===== config.mk =====
export PLATFORM = sky130hd
export DESIGN_NAME = asr_readout
export DESIGN_NICKNAME = d
export VERILOG_FILES = /design/src/design/asr_pkg.sv /design/src/design/asr_pin_sync.sv /design/src/design/asr_readout.sv
export SDC_FILE = /design/constraint.sdc
export NUM_CORES = 1
export LEC_CHECK = 0
export ABC_AREA = 1
export ABC_CLOCK_PERIOD_IN_PS = 1850
export BUFFER_PORTS_ARGS = -buffer_cell sky130_fd_sc_hd__buf_2
export CORE_ASPECT_RATIO = 0.9
export CORE_MARGIN = 2
export CORE_UTILIZATION = 45
export DETAILED_ROUTE_END_ITERATION = 8
export GPL_ROUTABILITY_DRIVEN = 0
export MAX_ROUTING_LAYER = met4
export PLACE_DENSITY = 0.61
export SYNTH_ARGS = -nofsm -noshare
export SYNTH_HDL_FRONTEND = slang
export SYNTH_HIERARCHICAL = 1
export SYNTH_SLANG_ARGS = --single-unit
export TNS_END_PERCENT = 20

===== constraint.sdc =====
create_clock -name clk_in -period 1.85 [get_ports clk_in]
set_clock_uncertainty 0.1 [all_clocks]
set_input_delay 0.37 -clock clk_in [delete_from_list [all_inputs] [get_ports clk_in]]
set_output_delay 0.37 -clock clk_in [all_outputs]
set_load 0.01 [all_outputs]

===== src/design/asr_pkg.sv =====
// Package of constants for the serial converter result read-out block.
package asr_pkg;
    localparam int          RESULT_BITS      = 12;
    localparam int          LEAD_ZEROS       = 2;
    localparam int          MSB_EDGE         = 3;
    localparam int          LSB_EDGE         = 14;
    localparam int          EDGE_CNT_W       = 5;
    localparam logic [4:0]  EDGE_CNT_RESET   = 5'h00;
    localparam logic [4:0]  EDGE_CNT_SAT     = 5'h1F;
    localparam logic [11:0] RESULT_RESET     = 12'h000;
    localparam int          SYNC_STAGES      = 3;
    localparam real         CLK_PERIOD_NS    = 10.0;
    localparam real         DOUT_DELAY_NS    = 20.0;
    localparam int          DOUT_DELAY_CYC   = (DOUT_DELAY_NS / CLK_PERIOD_NS) < 1.0 ? 1 :
                                               int'($floor(DOUT_DELAY_NS / CLK_PERIOD_NS));
endpackage : asr_pkg


===== src/design/asr_pin_sync.sv =====
// Three-stage pin synchroniser with agreement filter for one input bit.
`timescale 1ns/1ps
`default_nettype none
module asr_pin_sync
(
    input  wire logic clk_in,
    input  wire logic rst_in,
    input  wire logic pin_in,
    input  wire logic reset_level_in,
    output var  logic level_out
);
    logic s1;
    logic s2;
    logic s3;

    // Stage one is only read by stage two, so metastability stays contained.
    // Stages reset to the pin's idle level so no false edge follows reset.
    always_ff @(posedge clk_in)
    begin
        if (rst_in)
        begin
            s1 <= reset_level_in;
            s2 <= reset_level_in;
            s3 <= reset_level_in;
        end
        else
        begin
            s1 <= pin_in;
            s2 <= s1;
            s3 <= s2;
        end
    end

    // A change counts only once stages two and three agree.
    always_ff @(posedge clk_in)
    begin
        if (rst_in)
            level_out <= reset_level_in;
        else if (s2 == s3)
            level_out <= s3;
    end
endmodule : asr_pin_sync
`default_nettype wire


===== src/design/asr_readout.sv =====
// Device-side serial read-out of a 12-bit conversion result.
// Summary of operation
// - Data output is zero during the first two serial clocks.
// - Third rising edge gives the MSB, later edges the next bits.
// - After the LSB, further clocks with chip select low shift out zeros.
// - Two-byte read: three zeros plus five bits, then seven bits plus zero.
// - Chip select falling edge starts conversion and drives the output low.
// - Data output is high impedance whenever chip select is high.
// - Result is straight unsigned binary, zero at ground.
`timescale 1ns/1ps
`default_nettype none
module asr_readout
#(
    parameter int RESULT_BITS = asr_pkg::RESULT_BITS
)
(
    input  wire logic                   clk_in,
    input  wire logic                   rst_in,
    input  wire logic                   cs_n_in,
    input  wire logic                   sclk_in,
    input  wire logic [RESULT_BITS-1:0] sample_in,
    output var  logic                   dout_out,
    output var  logic                   dout_oe_out,
    output var  logic                   busy_out,
    output var  logic                   done_out
);
    typedef enum logic [2:0]
    {
        ASR_IDLE  = 3'b001,
        ASR_SHIFT = 3'b010,
        ASR_TAIL  = 3'b100
    } asr_state_t;

    asr_state_t                         state;
    logic                               cs_n_s;
    logic                               sclk_s;
    logic                               cs_n_d;
    logic                               sclk_d;
    logic                               cs_fall;
    logic                               sclk_rise;
    logic [asr_pkg::EDGE_CNT_W-1:0]     edge_cnt;
    logic [RESULT_BITS-1:0]             result;

    // Chip select and serial clock come from the host and must be synchronised.
    asr_pin_sync u_cs_sync
    (
        .clk_in         (clk_in),
        .rst_in         (rst_in),
        .pin_in         (cs_n_in),
        .reset_level_in (1'b1),
        .level_out      (cs_n_s)
    );

    asr_pin_sync u_sclk_sync
    (
        .clk_in         (clk_in),
        .rst_in         (rst_in),
        .pin_in         (sclk_in),
        .reset_level_in (1'b0),
        .level_out      (sclk_s)
    );

    // Edge detection on the filtered levels; deselect is assumed at reset.
    always_ff @(posedge clk_in)
    begin
        if (rst_in)
        begin
            cs_n_d <= 1'b1;
            sclk_d <= 1'b0;
        end
        else
        begin
            cs_n_d <= cs_n_s;
            sclk_d <= sclk_s;
        end
    end

    assign cs_fall   = cs_n_d & ~cs_n_s;
    assign sclk_rise = ~sclk_d & sclk_s & ~cs_n_s;

    // Frame state: chip select high aborts any frame at once, which is how the host abort works.
    always_ff @(posedge clk_in)
    begin
        if (rst_in || cs_n_s)
            state <= ASR_IDLE;
        else
        begin
            unique case (state)
                ASR_IDLE:  if (cs_fall) state <= ASR_SHIFT;
                ASR_SHIFT: if (sclk_rise && edge_cnt == 5'(asr_pkg::LSB_EDGE)) state <= ASR_TAIL;
                ASR_TAIL:  state <= ASR_TAIL;
                default:   state <= ASR_IDLE;
            endcase
        end
    end

    // Rising edges counted in the frame; saturates so endless tails stay zero.
    always_ff @(posedge clk_in)
    begin
        if (rst_in || cs_n_s || cs_fall)
            edge_cnt <= asr_pkg::EDGE_CNT_RESET;
        else if (sclk_rise && edge_cnt != asr_pkg::EDGE_CNT_SAT)
            edge_cnt <= edge_cnt + 5'h01;
    end

    // The sample is held at the falling chip select, as unsigned binary.
    always_ff @(posedge clk_in)
    begin
        if (rst_in)
            result <= asr_pkg::RESULT_RESET;
        else if (cs_fall)
            result <= sample_in;
        else if (sclk_rise && edge_cnt >= 5'(asr_pkg::MSB_EDGE - 1) && state == ASR_SHIFT)
            result <= {result[RESULT_BITS-2:0], 1'b0};
    end

    // Data changes one cycle after the sensed rising edge; zeros pad both ends.
    always_ff @(posedge clk_in)
    begin
        if (rst_in || cs_n_s)
            dout_out <= 1'b0;
        else if (cs_fall)
            dout_out <= 1'b0;
        else if (sclk_rise)
        begin
            if (edge_cnt < 5'(asr_pkg::LEAD_ZEROS))
                dout_out <= 1'b0;
            else if (state == ASR_SHIFT)
                dout_out <= result[RESULT_BITS-1];
            else
                dout_out <= 1'b0;
        end
    end

    // Output is driven only while chip select is low.
    always_ff @(posedge clk_in)
    begin
        if (rst_in)
            dout_oe_out <= 1'b0;
        else
            dout_oe_out <= ~cs_n_s;
    end

    // Status flags decode the state register directly, so they add no latency.
    assign busy_out = (state == ASR_SHIFT);
    assign done_out = (state == ASR_TAIL);

    // Output released whenever the device is deselected.
    property p_hiz_when_deselected;
        @(posedge clk_in) disable iff (rst_in)
        cs_n_s |=> !dout_oe_out;
    endproperty
    a_hiz_when_deselected: assert property (p_hiz_when_deselected)
        else $error("Data output driven while deselected.");

    property p_low_on_start;
        @(posedge clk_in) disable iff (rst_in)
        cs_fall |=> !dout_out && busy_out;
    endproperty
    a_low_on_start: assert property (p_low_on_start)
        else $error("Frame start did not drive output low.");

    property p_lead_zeros;
        @(posedge clk_in) disable iff (rst_in)
        sclk_rise && edge_cnt < 5'h02 |=> !dout_out;
    endproperty
    a_lead_zeros: assert property (p_lead_zeros)
        else $error("Leading bit not zero.");

    property p_msb_first;
        @(posedge clk_in) disable iff (rst_in)
        sclk_rise && edge_cnt == 5'h02 && busy_out |=> dout_out == $past(result[RESULT_BITS-1]);
    endproperty
    a_msb_first: assert property (p_msb_first)
        else $error("Third edge did not present the MSB.");

    property p_tail_zero;
        @(posedge clk_in) disable iff (rst_in)
        done_out && sclk_rise && !cs_n_s |=> !dout_out;
    endproperty
    a_tail_zero: assert property (p_tail_zero)
        else $error("Trailing bit not zero.");

    property p_tail_after_lsb;
        @(posedge clk_in) disable iff (rst_in)
        busy_out && sclk_rise && edge_cnt == 5'h0E && !cs_n_s |=> done_out;
    endproperty
    a_tail_after_lsb: assert property (p_tail_after_lsb)
        else $error("Frame did not end after the LSB.");

    property p_abort_idle;
        @(posedge clk_in) disable iff (rst_in)
        cs_n_s |=> !busy_out && !done_out;
    endproperty
    a_abort_idle: assert property (p_abort_idle)
        else $error("Deselect did not end the frame.");

    // The rise after the LSB must give the single trailing zero of the byte layout.
    property p_trailing_zero;
        @(posedge clk_in) disable iff (rst_in)
        busy_out && sclk_rise && edge_cnt == 5'h0E |=> !dout_out;
    endproperty
    a_trailing_zero: assert property (p_trailing_zero)
        else $error("Bit after the LSB not zero.");

    property p_sample_held;
        @(posedge clk_in) disable iff (rst_in)
        cs_fall |=> result == $past(sample_in);
    endproperty
    a_sample_held: assert property (p_sample_held)
        else $error("Sample not captured at start.");
endmodule : asr_readout
`default_nettype wire


# [Word-level counts from Yosys, hierarchy flattened]
# Cells that the tools add are included.
[totals] reg_bits=32 latch_bits=0 ram_bits=0 romBits=0 in_bits=16 out_inout_bits=4 elab_cells=48 memories=0
[op_classes] addsub=1 n_mul=0 n_div=0 magnitude_cmp=2 n_eq_ne=9 n_shift=0 muxes=7 bitwise=5 reduce_logical=9
[ops] cell="12-bit 2-to-1 mux" count=2
[ops] cell="3-bit one-hot mux with 3 select lines" count=1
[ops] cell="3-bit 2-to-1 mux" count=2
[ops] cell="5-bit by 1-bit adder with 5-bit output (second input constant)" count=1
[ops] cell="5-bit by 4-bit == test with 1-bit output (second input constant)" count=1
[ops] cell="5-bit by 2-bit >= comparator with 1-bit output (second input constant)" count=1
[ops] cell="5-bit by 2-bit less-than comparator with 1-bit output (second input constant)" count=1
[ops] cell="5-bit inequality test (second input constant)" count=1
[ops] cell="1-bit logical AND" count=4
[ops] cell="1-bit bitwise AND" count=3
[ops] cell="3-bit by 1-bit == test with 1-bit output (second input constant)" count=1
[ops] cell="3-bit by 2-bit == test with 1-bit output (second input constant)" count=1
[ops] cell="3-bit == test (second input constant)" count=1
[ops] cell="1-bit == test" count=2
[ops] cell="1-bit logical OR" count=2
[ops] cell="1-bit 2-to-1 mux" count=2
[ops] cell="2-bit by 1-bit inequality test with 1-bit output (second input constant)" count=1
[ops] cell="2-bit inequality test (second input constant)" count=1
[ops] cell="1-bit inverter" count=2
[ops] cell="2-bit AND reduction" count=1
[ops] cell="2-bit nonzero test" count=1
[ops] cell="2-bit OR reduction" count=1

# [Logic depth before layout (Yosys ltp)]
# Gate-level depths: netlist of the first run.
[depth] word_depth=7 depth_mapped=9 mapped_depth_nobuf=9

# [By module]
# Netlist of the first run, hierarchy kept.
[by_module_without_submodules] module="asr_readout" instances=1 cells_per_inst=174 area_per_inst_um2=1196.1 seq_area_each_um2=480.5
[by_module_without_submodules] module="asr_pin_sync" instances=2 cells_per_inst=17 area_per_inst_um2=142.6 seq_area_each_um2=90.1

# [Worst setup path before layout of the first run]
# Ideal clock, no wire load.
[synth_timing] path_type="flip-flop to flip-flop" from="register edge_cnt[0] in the netlist's numbering" to="register edge_cnt[2] in the netlist's numbering" setup_time_ns=0.114 t_arrival_ns=1.221 required_time_ns=1.636 setup_slack_ns=0.414 stages_incl_launch_ff=9 path_buffers=0 period_less_slack_ns=1.436 path_cell_list="dfxtp_1 > ha_1 > inv_1 > nor2_1 > ha_1 > nor2_2 > nand2_2 > xor2_1 > nor2_1"
[synth_between] elab_chain_cells=2 word_cells_on_any_way=3 cone_classes="add/sub: 1; eq/ne: 1; reduce/logical: 1"
[synth_lines] element="start, declared" line_no="asr_readout.sv:41" rtl="logic [asr_pkg::EDGE_CNT_W-1:0] edge_cnt;"
[synth_lines] element="start signal, assigned" line_no="asr_readout.sv:101" rtl="edge_cnt <= asr_pkg::EDGE_CNT_RESET;"
[synth_lines] element="start signal, assigned" line_no="asr_readout.sv:103" rtl="edge_cnt <= edge_cnt + 5'h01;"
[synth_lines] element="branches (longest 2 deep; another with 5-bit by 1-bit adder with 5-bit output)"
# Several ways; the timed one is not identified.
# A chain may end at the register's enable or synchronous reset.

# [Worst setup path after layout of the first run]
[layout_timing] from="register state[2]" to="output port busy_out"
[layout_between] elab_chain_cells=1
[layout_lines] element="start, declared" line_no="asr_readout.sv:34" rtl="asr_state_t state;"
[layout_lines] element="start signal, assigned" line_no="asr_readout.sv:85" rtl="state <= ASR_IDLE;"
[layout_lines] element="start signal, assigned" line_no="asr_readout.sv:89" rtl="ASR_IDLE: if (cs_fall) state <= ASR_SHIFT;"
[layout_lines] element="start signal, assigned" line_no="asr_readout.sv:90" rtl="ASR_SHIFT: if (sclk_rise && edge_cnt == 5'(asr_pkg::LSB_EDGE)) state <= ASR_TAIL;"
[layout_lines] element="3-bit by 2-bit == test with 1-bit output" line_no="asr_readout.sv:145" rtl="assign busy_out = (state == ASR_SHIFT);"
[layout_lines] element="end, declared" line_no="asr_readout.sv:24" rtl="output var logic busy_out,"
# Every way passes these cells.

==> results of run 1 <==
-- logic make-up (layout without fill, tap and decap cells) --
logic type	Yosys count	in the layout
AOI/OAI and AO/OA	22	22
xor gates and xnor gates	2	2
buffers and inverters	31	55
adders and majority gates	3	3
other	2	2
DFF	32	32
and+or+nand+nor	116	116
-- cell usage after synthesis --
library cell / n
nand3_2: 1
buf_4: 2
inv_2: 2
a21oi_2: 1
nor2_1: 14
a21oi_1: 14
nand2_1: 70
xor2_1: 1
nand3_1: 19
o21ai_0: 7
inv_1: 24
dfxtp_1: 30
nor2_4: 2
nor3_1: 3
ha_1: 3
xnor2_1: 1
nand2_2: 2
buf_6: 1
edfxtp_1: 2
nand2_4: 2
buf_2: 1
nor2_2: 3
conb_1: 2
clkbuf_1: 1
-- worst paths after layout --
path,startpoint,end,depth (start not counted),slack [ns]
min,sclk_in,u_sclk_sync/s1,3,0.12
max,state[2],busy_out,4,0.25
min reg2reg,u_cs_sync/s1,u_cs_sync/s2,2,0.33
max reg2reg,edge_cnt[1],edge_cnt[4],8,0.26
-- placed cells by master, fill, tap and decap left out --
master and count:
inv_2 2, nand3_1 19, dfxtp_1 30, o21ai_0 7, buf_2 19, clkbuf_1 2
nand2_1 70, inv_1 24, xnor2_1 1, nor3_1 3, xor2_1 1, ha_1 3
nand2_4 2, a21oi_1 14, conb_1 2, nand2_2 2, edfxtp_1 2, buf_4 2
nor2_2 3, a21oi_2 1, clkbuf_4 5, nand3_2 1, clkinv_2 1, nor2_4 2
nor2_1 14
-- final cells by class --
type	instances	share of cell area
multi-input cells	145	0.415
flip-flops and latches	32	0.398
repair buffers	21	0.0664
inverters	26	0.0588
well taps	42	0.0317
clock buffers	7	0.0271
clock inverters	1	0.00302
-- metal layers --
layer / up-vias / share of wire / wire, um / track usage
met1: 548 / 0.52 / 1400 / 0.217
met3: 7 / 0.037 / 99 / 0.0459
li1: 686 / - / - / -
met4: 0 / 0.024 / 65 / 0.106
met2: 21 / 0.42 / 1140 / 0.232
met5: - / 0 / 0 / -
-- per-stage QoR --
step	total power, mW	instances	worst slack, ns	hold WS (ns)
3_3_place_gp	1.01	266	0.294	0.303
2_1_floorplan	0.964	208	0.414	0.296
5_1_grt	1.47	274	0.123	0.120
3_5_place_dp	1.02	266	0.269	0.314
6_report	1.38	274	0.250	0.121
4_1_cts	1.40	274	0.225	0.108
-- critical path, stage by stage, from the launching register on --
cell,delay [ns]
dfxtp_1,0.37
inv_1,0.05
nand3_1,0.15
inv_1,0.09
buf_2,0.14
-- power groups by stage --
| stage | Combinational [mW] | Sequential [mW] | Clock (mW) |
|---|---|---|---|
| 6_report | 0.228 | 0.775 | 0.380 |
| 5_1_grt | 0.265 | 0.781 | 0.423 |
| 4_1_cts | 0.229 | 0.775 | 0.391 |
| 3_5_place_dp | 0.228 | 0.791 | 0 |
| 3_3_place_gp | 0.224 | 0.789 | 0 |
| 2_1_floorplan | 0.178 | 0.786 | 0 |
==> impl_metrics.env, run 1 <==
export IMPL_status="complete, no violations"
export IMPL_clk_pin_slew_ns=0.10
export IMPL_p_int_mw=0.977
export IMPL_finalCritPeriodShare=0.865
export IMPL_cts_tree="built"
export IMPL_maxSlewViolCount=0
export IMPL_critPathCaptureType="output port"
export IMPL_seq_power_share=0.560
export IMPL_vias_per_cell=4.61
export IMPL_grt_max_degree=22
export IMPL_worstPathMaxFanout=3
export IMPL_synth_fa_ha_area_frac=0.0253
export IMPL_yosys_warnings=6
export IMPL_setup_violations_final=0
export IMPL_largest_registers="result (12), edge_cnt (5), state (3)"
export IMPL_pwr_density_cell_mw_per_mm2=833
export IMPL_synthTopCellsByArea="dfxtp_1 41%, nand2_1 18%, nand3_1 6.4%, inv_1 6.1%, a21oi_1 4.7%"
export IMPL_clk_latency_ns=0.33
export IMPL_postSynthCellCount=208
export IMPL_nNetsFinal=250
export IMPL_initial_core_util=0.479
export IMPL_post_dp_cell_area_sq_mm=0.00161
export IMPL_drt_iter0_markers=66
export IMPL_combPwrFrac=0.165
export IMPL_cts_root_buffer="clkbuf_4"
export IMPL_largest_reg_flops=12
export IMPL_required_ns=1.38
export IMPL_p_leak_nw=0.819
export IMPL_synth_simple_area_share=0.345
export IMPL_vias=1262
export IMPL_yosysTopAreaCellShare=0.405
export IMPL_drv_cap=0
export IMPL_drtAntennaViolNets=0
export IMPL_chipHeight_um=58.4
export IMPL_fillerInstances=311
export IMPL_boundaryPins=20
export IMPL_fin_area_sq_mm=0.00166
export IMPL_clkSinkCount=32
export IMPL_cts_buffer_depth=2
export IMPL_antenna_found_initial=0
export IMPL_syn_area_sq_mm=0.00148
export IMPL_grt_pass1_wl_um=4720
export IMPL_grt_util_all_layers=0.168
export IMPL_crit_path_start_kind="flip-flop"
export IMPL_vdd_drop_max_uv=459
export IMPL_syn_to_final_growth_pct=12.0
export IMPL_dieArea_sq_mm=0.00377
export IMPL_core_area_sq_mm=0.00309
export IMPL_drtPass1Iterations=4
export IMPL_post_dp_hpwl_um=1920
export IMPL_routed_wl_um=2700
export IMPL_portBuffers=19
export IMPL_synth_net_count=227
export IMPL_worstSetupPathType="reg2out"
export IMPL_p_sw_mw=0.405
export IMPL_wl_per_cell_um=9.86
export IMPL_top_register="result"
export IMPL_drcViolationCount=0
export IMPL_hold_viol_final=0
export IMPL_numCtsBuffers=5
export IMPL_ff_latch_area_sq_um=661
export IMPL_synth_area_leader_cell="dfxtp_1"
export IMPL_cts_resized=0
export IMPL_synth_cell_type_count=24
export IMPL_fmax_mhz=625
export IMPL_synth_seq_area_share=0.446
export IMPL_htree_levels=2
export IMPL_synth_xor_area_share=0.0118
export IMPL_synth_compound_area_share=0.0769
export IMPL_hold_buffers=0
export IMPL_utilization=0.537
export IMPL_syn_avg_cell_area_sq_um=7.12
export IMPL_synth_mux_area_frac=0
export IMPL_arrival_ns=1.13
export IMPL_swShare=0.293
export IMPL_synth_top_family_by_area="simple AND/OR/NAND/NOR gates"
export IMPL_hold_path_class="in2reg"
export IMPL_grt_ovfl_total=0
export IMPL_clock_power_share=0.275
export IMPL_antenna_cells=0
export IMPL_rsz0062_at_grt="no"
export IMPL_final_layout_size_suffix_gt1_frac=0.172
export IMPL_placementRows=19
export IMPL_grt_pass1_vias=1131
export IMPL_yosys_register_bits=32
export IMPL_tns_ns=0
export IMPL_multiInputGateArea_sq_um=688
export IMPL_fp_dieW_um=64.5
export IMPL_period_needed_ns=1.60
export IMPL_post_cts_buffers=0
(Power assumes the default switching activity.)
==> run 2: changes to the inputs <==
- CTS_BUF_LIST: unset -> sky130_fd_sc_hd__clkbuf_8
==> run 2 against run 1 <==
  * Non-clock buffer count unchanged
  * Combinational power is essentially flat
  * First-iteration DRC count is 14% higher
  * Critical path depth grew 4
  * Worst setup slack better by 0.022 ns
  * Power up 8.8%
==> impl_metrics.env, run 2 (same netlist as run 1, synthesis figures left out) <==
export IMPL_post_cts_buffers=0
export IMPL_largest_registers="result (12), edge_cnt (5), state (3)"
export IMPL_worstPathMaxFanout=7
export IMPL_hold_viol_final=0
export IMPL_timing_final_ws_setup_ns=0.272
export IMPL_finalCritPeriodShare=0.853
export IMPL_vdd_drop_max_uv=430
export IMPL_hold_path_class="in2reg"
export IMPL_critPathSlowestCell="dfxtp_1"
export IMPL_r2r_start="edge_cnt[1]"
export IMPL_crit_path_start_kind="flip-flop"
export IMPL_cts_buffer_depth=2
export IMPL_hold_buffers=0
export IMPL_cts_tree="built"
export IMPL_antenna_found_initial=0
export IMPL_antenna_cells=0
export IMPL_clkSinkCount=32
export IMPL_boundaryPins=20
export IMPL_reg2reg_depth=8
export IMPL_seq_power_share=0.515
export IMPL_period_needed_ns=1.58
export IMPL_setup_worst_path_end="edge_cnt[2]"
export IMPL_largest_reg_flops=12
export IMPL_required_ns=1.92
export IMPL_critPathCaptureType="flip-flop"
export IMPL_syn_to_final_growth_pct=14.1
export IMPL_r2r_end="edge_cnt[2]"
export IMPL_placementRows=19
export IMPL_clk_latency_ns=0.28
export IMPL_startpoint="edge_cnt[1]"
export IMPL_pwr_density_cell_mw_per_mm2=890
export IMPL_maxSlewViolCount=0
export IMPL_fin_area_sq_mm=0.00169
export IMPL_wl_per_cell_um=9.73
export IMPL_nNetsFinal=250
export IMPL_arrival_ns=1.65
export IMPL_status="complete, no violations"
export IMPL_initial_core_util=0.479
export IMPL_worstSetupPathType="reg2reg"
export IMPL_top_register="result"
export IMPL_post_dp_cell_area_sq_mm=0.00161
export IMPL_drcViolationCount=0
export IMPL_htree_levels=2
export IMPL_combPwrFrac=0.152
export IMPL_dieArea_sq_mm=0.00377
export IMPL_chipHeight_um=58.4
export IMPL_cts_root_buffer="clkbuf_8"
export IMPL_utilization=0.547
export IMPL_reg2reg_slack_ns=0.27
export IMPL_p_leak_nw=0.840
export IMPL_drtPass1Iterations=4
export IMPL_clock_power_share=0.333
export IMPL_tns_ns=0
export IMPL_post_dp_hpwl_um=1920
export IMPL_routed_wl_um=2670
export IMPL_rsz0062_at_grt="no"
export IMPL_p_sw_mw=0.422
export IMPL_cts_resized=0
export IMPL_vias=1265
export IMPL_vias_per_cell=4.62
export IMPL_grt_pass1_vias=1125
export IMPL_numCtsBuffers=5
export IMPL_crit_chain="ha_1, inv_1, nor2_1, ha_1, nor2_2, nand2_2, xor2_1, nor2_1"
export IMPL_grt_ovfl_total=0
export IMPL_grt_max_degree=22
export IMPL_core_area_sq_mm=0.00309
export IMPL_portBuffers=19
export IMPL_drtAntennaViolNets=0
export IMPL_drt_iter0_markers=75
export IMPL_fmax_mhz=634
export IMPL_dp_slack_ns=0.269
export IMPL_grt_pass1_wl_um=4690
export IMPL_final_layout_size_suffix_gt1_frac=0.172
export IMPL_setup_violations_final=0
export IMPL_grt_util_all_layers=0.164
export IMPL_clk_pin_slew_ns=0.07
export IMPL_max_stage_delay_ns=0.35
export IMPL_swShare=0.280
export IMPL_p_total_mw=1.50
export IMPL_fp_dieW_um=64.5
export IMPL_mostFrequentLayoutCell="nand2_1"
export IMPL_p_int_mw=1.08
export IMPL_layout_common_cells="70 x nand2_1, 30 x dfxtp_1, 26 x inv_1"
export IMPL_drv_cap=0
export IMPL_min_from="sclk_in"
[run 2: changes by cell type in the layout (fill, tap and decap cells not counted), sizes merged]
cell / change
clkbuf: -2
inv: +2
[run 2: final cells by class]
type / count / area [sq um]
multi-input cells: 145 / 688
clock buffers: 5 / 68.8
repair buffers: 21 / 110
clock inverters: 3 / 12.5
flip-flops and latches: 32 / 661
well taps: 42 / 52.6
inverters: 26 / 97.6
fillers: 309 / 1400
[run 2: worst min-delay path by stage]
stage | to | cells past startpoint | slack, ns
after CTS | u_sclk_sync/s1 | 3 | 0.17
after floorplan | u_cs_sync/s2 | 2 | 0.30
after global placement | u_sclk_sync/s2 | 2 | 0.30
final | u_sclk_sync/s1 | 3 | 0.17
after global routing | u_sclk_sync/s1 | 3 | 0.19
after detailed placement | u_cs_sync/s2 | 2 | 0.31
[run 2: power by group through the flow]
stage / Combinational, mW / Sequential (mW) / Clock, mW
detailed placement: 0.228 / 0.791 / 0
global route: 0.265 / 0.781 / 0.543
floorplan: 0.178 / 0.786 / 0
global placement: 0.224 / 0.789 / 0
finish: 0.228 / 0.775 / 0.501
CTS: 0.229 / 0.776 / 0.507
[run 2: per-layer routing]
| layer | up-vias | global-route usage | routed length (um) |
|---|---|---|---|
| met4 | 0 | 0.0790 | 13 |
| met2 | 21 | 0.228 | 1160 |
| met1 | 556 | 0.220 | 1380 |
| li1 | 686 | - | - |
| met3 | 2 | 0.0459 | 109 |
| met5 | - | - | 0 |
[run 2: per-stage QoR]
stage | instances | hold WS [ns]
global placement | 266 | 0.303
CTS | 274 | 0.170
floorplan | 208 | 0.296
detailed placement | 266 | 0.314
global route | 274 | 0.189
finish | 274 | 0.172
[run 2: critical path: cells and delay by family, from the launching register on]
| kind | cells | cell delay (ns) |
|---|---|---|
| and+or+nand+nor | 4 | 0.42 |
| buffers and inverters | 1 | 0.06 |
| adders and majority gates | 2 | 0.39 |
| DFF | 1 | 0.35 |
| xor gates and xnor gates | 1 | 0.15 |
==> run 3: changes to the inputs <==
- ABC_AREA: 1 -> unset
- GPL_TIMING_DRIVEN: unset -> 0
- SLEW_MARGIN: unset -> 5
==> run 3 against run 2 <==
  * The flow now finishes with violations (negative setup slack)
  * Maximum frequency fell by 16%
  * Count of clock-buffer cells in the layout did not move
  * Synthesized cell count down 31%
  * Area after synthesis shrank 6.4%
  * Sequential power rose by 3.7%
  * Register-to-register slack got worse by 0.30 ns
  * Worst setup slack worse by 0.30 ns
  * Power fell by 0.25%
  * Highest routed layer unchanged
==> impl_metrics.env, run 3 <==
export IMPL_utilization=0.559
export IMPL_worstPathMaxFanout=10
export IMPL_grt_max_degree=19
export IMPL_arrival_ns=1.93
export IMPL_routed_wl_um=2510
export IMPL_numCtsBuffers=5
export IMPL_synth_net_count=162
export IMPL_swShare=0.264
export IMPL_synth_edf_count=2
export IMPL_syn_area_sq_mm=0.00139
export IMPL_cts_root_buffer="clkbuf_8"
export IMPL_antenna_found_initial=0
export IMPL_drv_cap=0
export IMPL_maxSlewViolCount=0
export IMPL_layout_common_cells="27 x dfxtp_1, 21 x nor2_1, 19 x buf_2"
export IMPL_finalCritPeriodShare=1.02
export IMPL_rsz0062_at_grt="yes"
export IMPL_setup_violations_final=2
export IMPL_clock_power_share=0.336
export IMPL_initial_core_util=0.463
export IMPL_seq_power_share=0.536
export IMPL_chipHeight_um=56.7
export IMPL_vias_per_cell=4.90
export IMPL_fp_dieW_um=62.5
export IMPL_syn_avg_cell_area_sq_um=9.69
export IMPL_grt_pass1_wl_um=4420
export IMPL_drtPass1Iterations=4
export IMPL_hold_viol_final=0
export IMPL_core_area_sq_mm=0.00300
export IMPL_clkSinkCount=32
export IMPL_status="finished, violations left"
export IMPL_synth_cell_type_count=32
export IMPL_hold_path_class="in2reg"
export IMPL_synthTopCellsByArea="dfxtp_1 43%, mux2i_1 8.7%, a211oi_1 6.5%, nor2_1 5.7%, edfxtp_1 4.3%"
export IMPL_largest_reg_flops=12
export IMPL_period_needed_ns=1.88
export IMPL_required_ns=1.90
export IMPL_final_layout_size_suffix_gt1_frac=0.260
export IMPL_grt_util_all_layers=0.169
export IMPL_wl_per_cell_um=11.7
export IMPL_synth_seq_area_share=0.477
export IMPL_clk_pin_slew_ns=0.07
export IMPL_hold_buffers=0
export IMPL_dp_slack_ns=-0.0774
export IMPL_synth_area_leader_cell="dfxtp_1"
export IMPL_placementRows=19
export IMPL_combPwrFrac=0.129
export IMPL_violations="negative setup slack"
export IMPL_fin_area_sq_mm=0.00168
export IMPL_grt_ovfl_total=0
export IMPL_pwr_density_cell_mw_per_mm2=896
export IMPL_cts_buffer_depth=2
export IMPL_timing_final_ws_setup_ns=-0.0305
export IMPL_clk_latency_ns=0.28
export IMPL_async_flop_share=0
export IMPL_p_int_mw=1.10
export IMPL_post_dp_cell_area_sq_mm=0.00154
export IMPL_vdd_drop_max_uv=526
export IMPL_netlist_top_cells_count="30 x dfxtp_1, 21 x nor2_1, 12 x a211oi_1, 12 x mux2i_1, 11 x inv_1"
export IMPL_dieArea_sq_mm=0.00354
export IMPL_drt_iter0_markers=28
export IMPL_tns_ns=-0.0316
export IMPL_nNetsFinal=191
export IMPL_drcViolationCount=0
export IMPL_postSynthCellCount=143
export IMPL_fmax_mhz=532
export IMPL_yosysTopAreaCellShare=0.433
export IMPL_antenna_cells=0
export IMPL_crit_path_start_kind="flip-flop"
export IMPL_largest_registers="result (12), edge_cnt (5), state (3)"
export IMPL_top_register="result"
export IMPL_synth_flop_cell="dfxtp_1"
export IMPL_p_sw_mw=0.396
export IMPL_boundaryPins=20
export IMPL_grt_pass1_vias=1001
export IMPL_yosys_warnings=6
export IMPL_syn_to_final_growth_pct=20.8
export IMPL_cts_tree="built"
export IMPL_yosys_register_bits=32
export IMPL_mostFrequentLayoutCell="dfxtp_1"
export IMPL_worstSetupPathType="reg2reg"
export IMPL_synth_most_common_cell="dfxtp_1"
export IMPL_fillerInstances=284
export IMPL_portBuffers=19
export IMPL_vias=1054
export IMPL_post_dp_hpwl_um=1720
export IMPL_htree_levels=2
export IMPL_drtAntennaViolNets=0
export IMPL_critPathCaptureType="flip-flop"
export IMPL_p_leak_nw=0.760
[run 3: kinds of logic after synthesis]
family,count (synthesis),share of synthesized area
buffers and inverters,17,0.0578
other,2,0.00542
AOI/OAI and AO/OA,27,0.139
and+or+nand+nor,45,0.176
muxes,12,0.0866
xor gates and xnor gates,5,0.0316
adders and majority gates,3,0.0271
DFF,32,0.477
[run 3: area by class of cell]
type | count | area [sq um] | share of cell area
Buffer | 6 | 40.0 | 0.0239
Clock buffer | 5 | 68.8 | 0.0411
Clock inverter | 3 | 12.5 | 0.00747
Inverter | 11 | 41.3 | 0.0246
Multi-Input combinational cell | 94 | 678 | 0.405
Sequential cell | 32 | 664 | 0.397
Tap cell | 42 | 52.6 | 0.0314
Timing Repair Buffer | 22 | 118 | 0.0702
[run 3: per-stage QoR]
stage	hold slack, ns	total power, mW	cells
6_report	0.222	1.50	215
5_1_grt	0.241	1.59	215
4_1_cts	0.216	1.51	214
3_5_place_dp	0.333	1.00	204
3_3_place_gp	0.320	0.991	204
2_1_floorplan	0.315	0.941	143
[run 3: power by group through the flow]
stage	Clock [mW]	Combinational (mW)	Sequential (mW)
floorplan	0	0.134	0.807
CTS	0.521	0.190	0.802
detailed placement	0	0.183	0.817
finish	0.504	0.193	0.804
global route	0.550	0.224	0.811
global placement	0	0.177	0.814
[run 3: worst paths after layout]
kind / startpoint / endpoint / slack, ns / cells past startpoint
min: cs_n_in / u_cs_sync/s1 / 0.22 / 3
max reg2reg: edge_cnt[1] / result[4] / -0.03 / 5
max: edge_cnt[1] / result[4] / -0.03 / 5
min reg2reg: u_cs_sync/s1 / u_cs_sync/s2 / 0.34 / 2
[run 3: worst max-delay path, stage by stage, from the launching register on]
cell and delay (ns):
dfxtp_2 0.35, or4_4 0.56, o211ai_4 0.25, buf_12 0.18
mux2i_2 0.22, a211oi_2 0.09
[run 3: what timing repair did]
item / CTS / global route
pin swaps: 3 / 2
gates resized for setup: 6 / 5
buffers inserted: 2 / 1
gates cloned: 0 / 0
setup endpoints to repair: 14 / 13
[run 3: metal layers]
layer / wire (um) / global-route usage / vias to the layer above / share of wire
met1: 1330 / 0.219 / 475 / 0.53
met4: 29 / 0.0667 / 0 / 0.012
met2: 1040 / 0.235 / 21 / 0.41
met5: 0 / - / - / 0
li1: - / - / 552 / -
met3: 114 / 0.0681 / 6 / 0.045
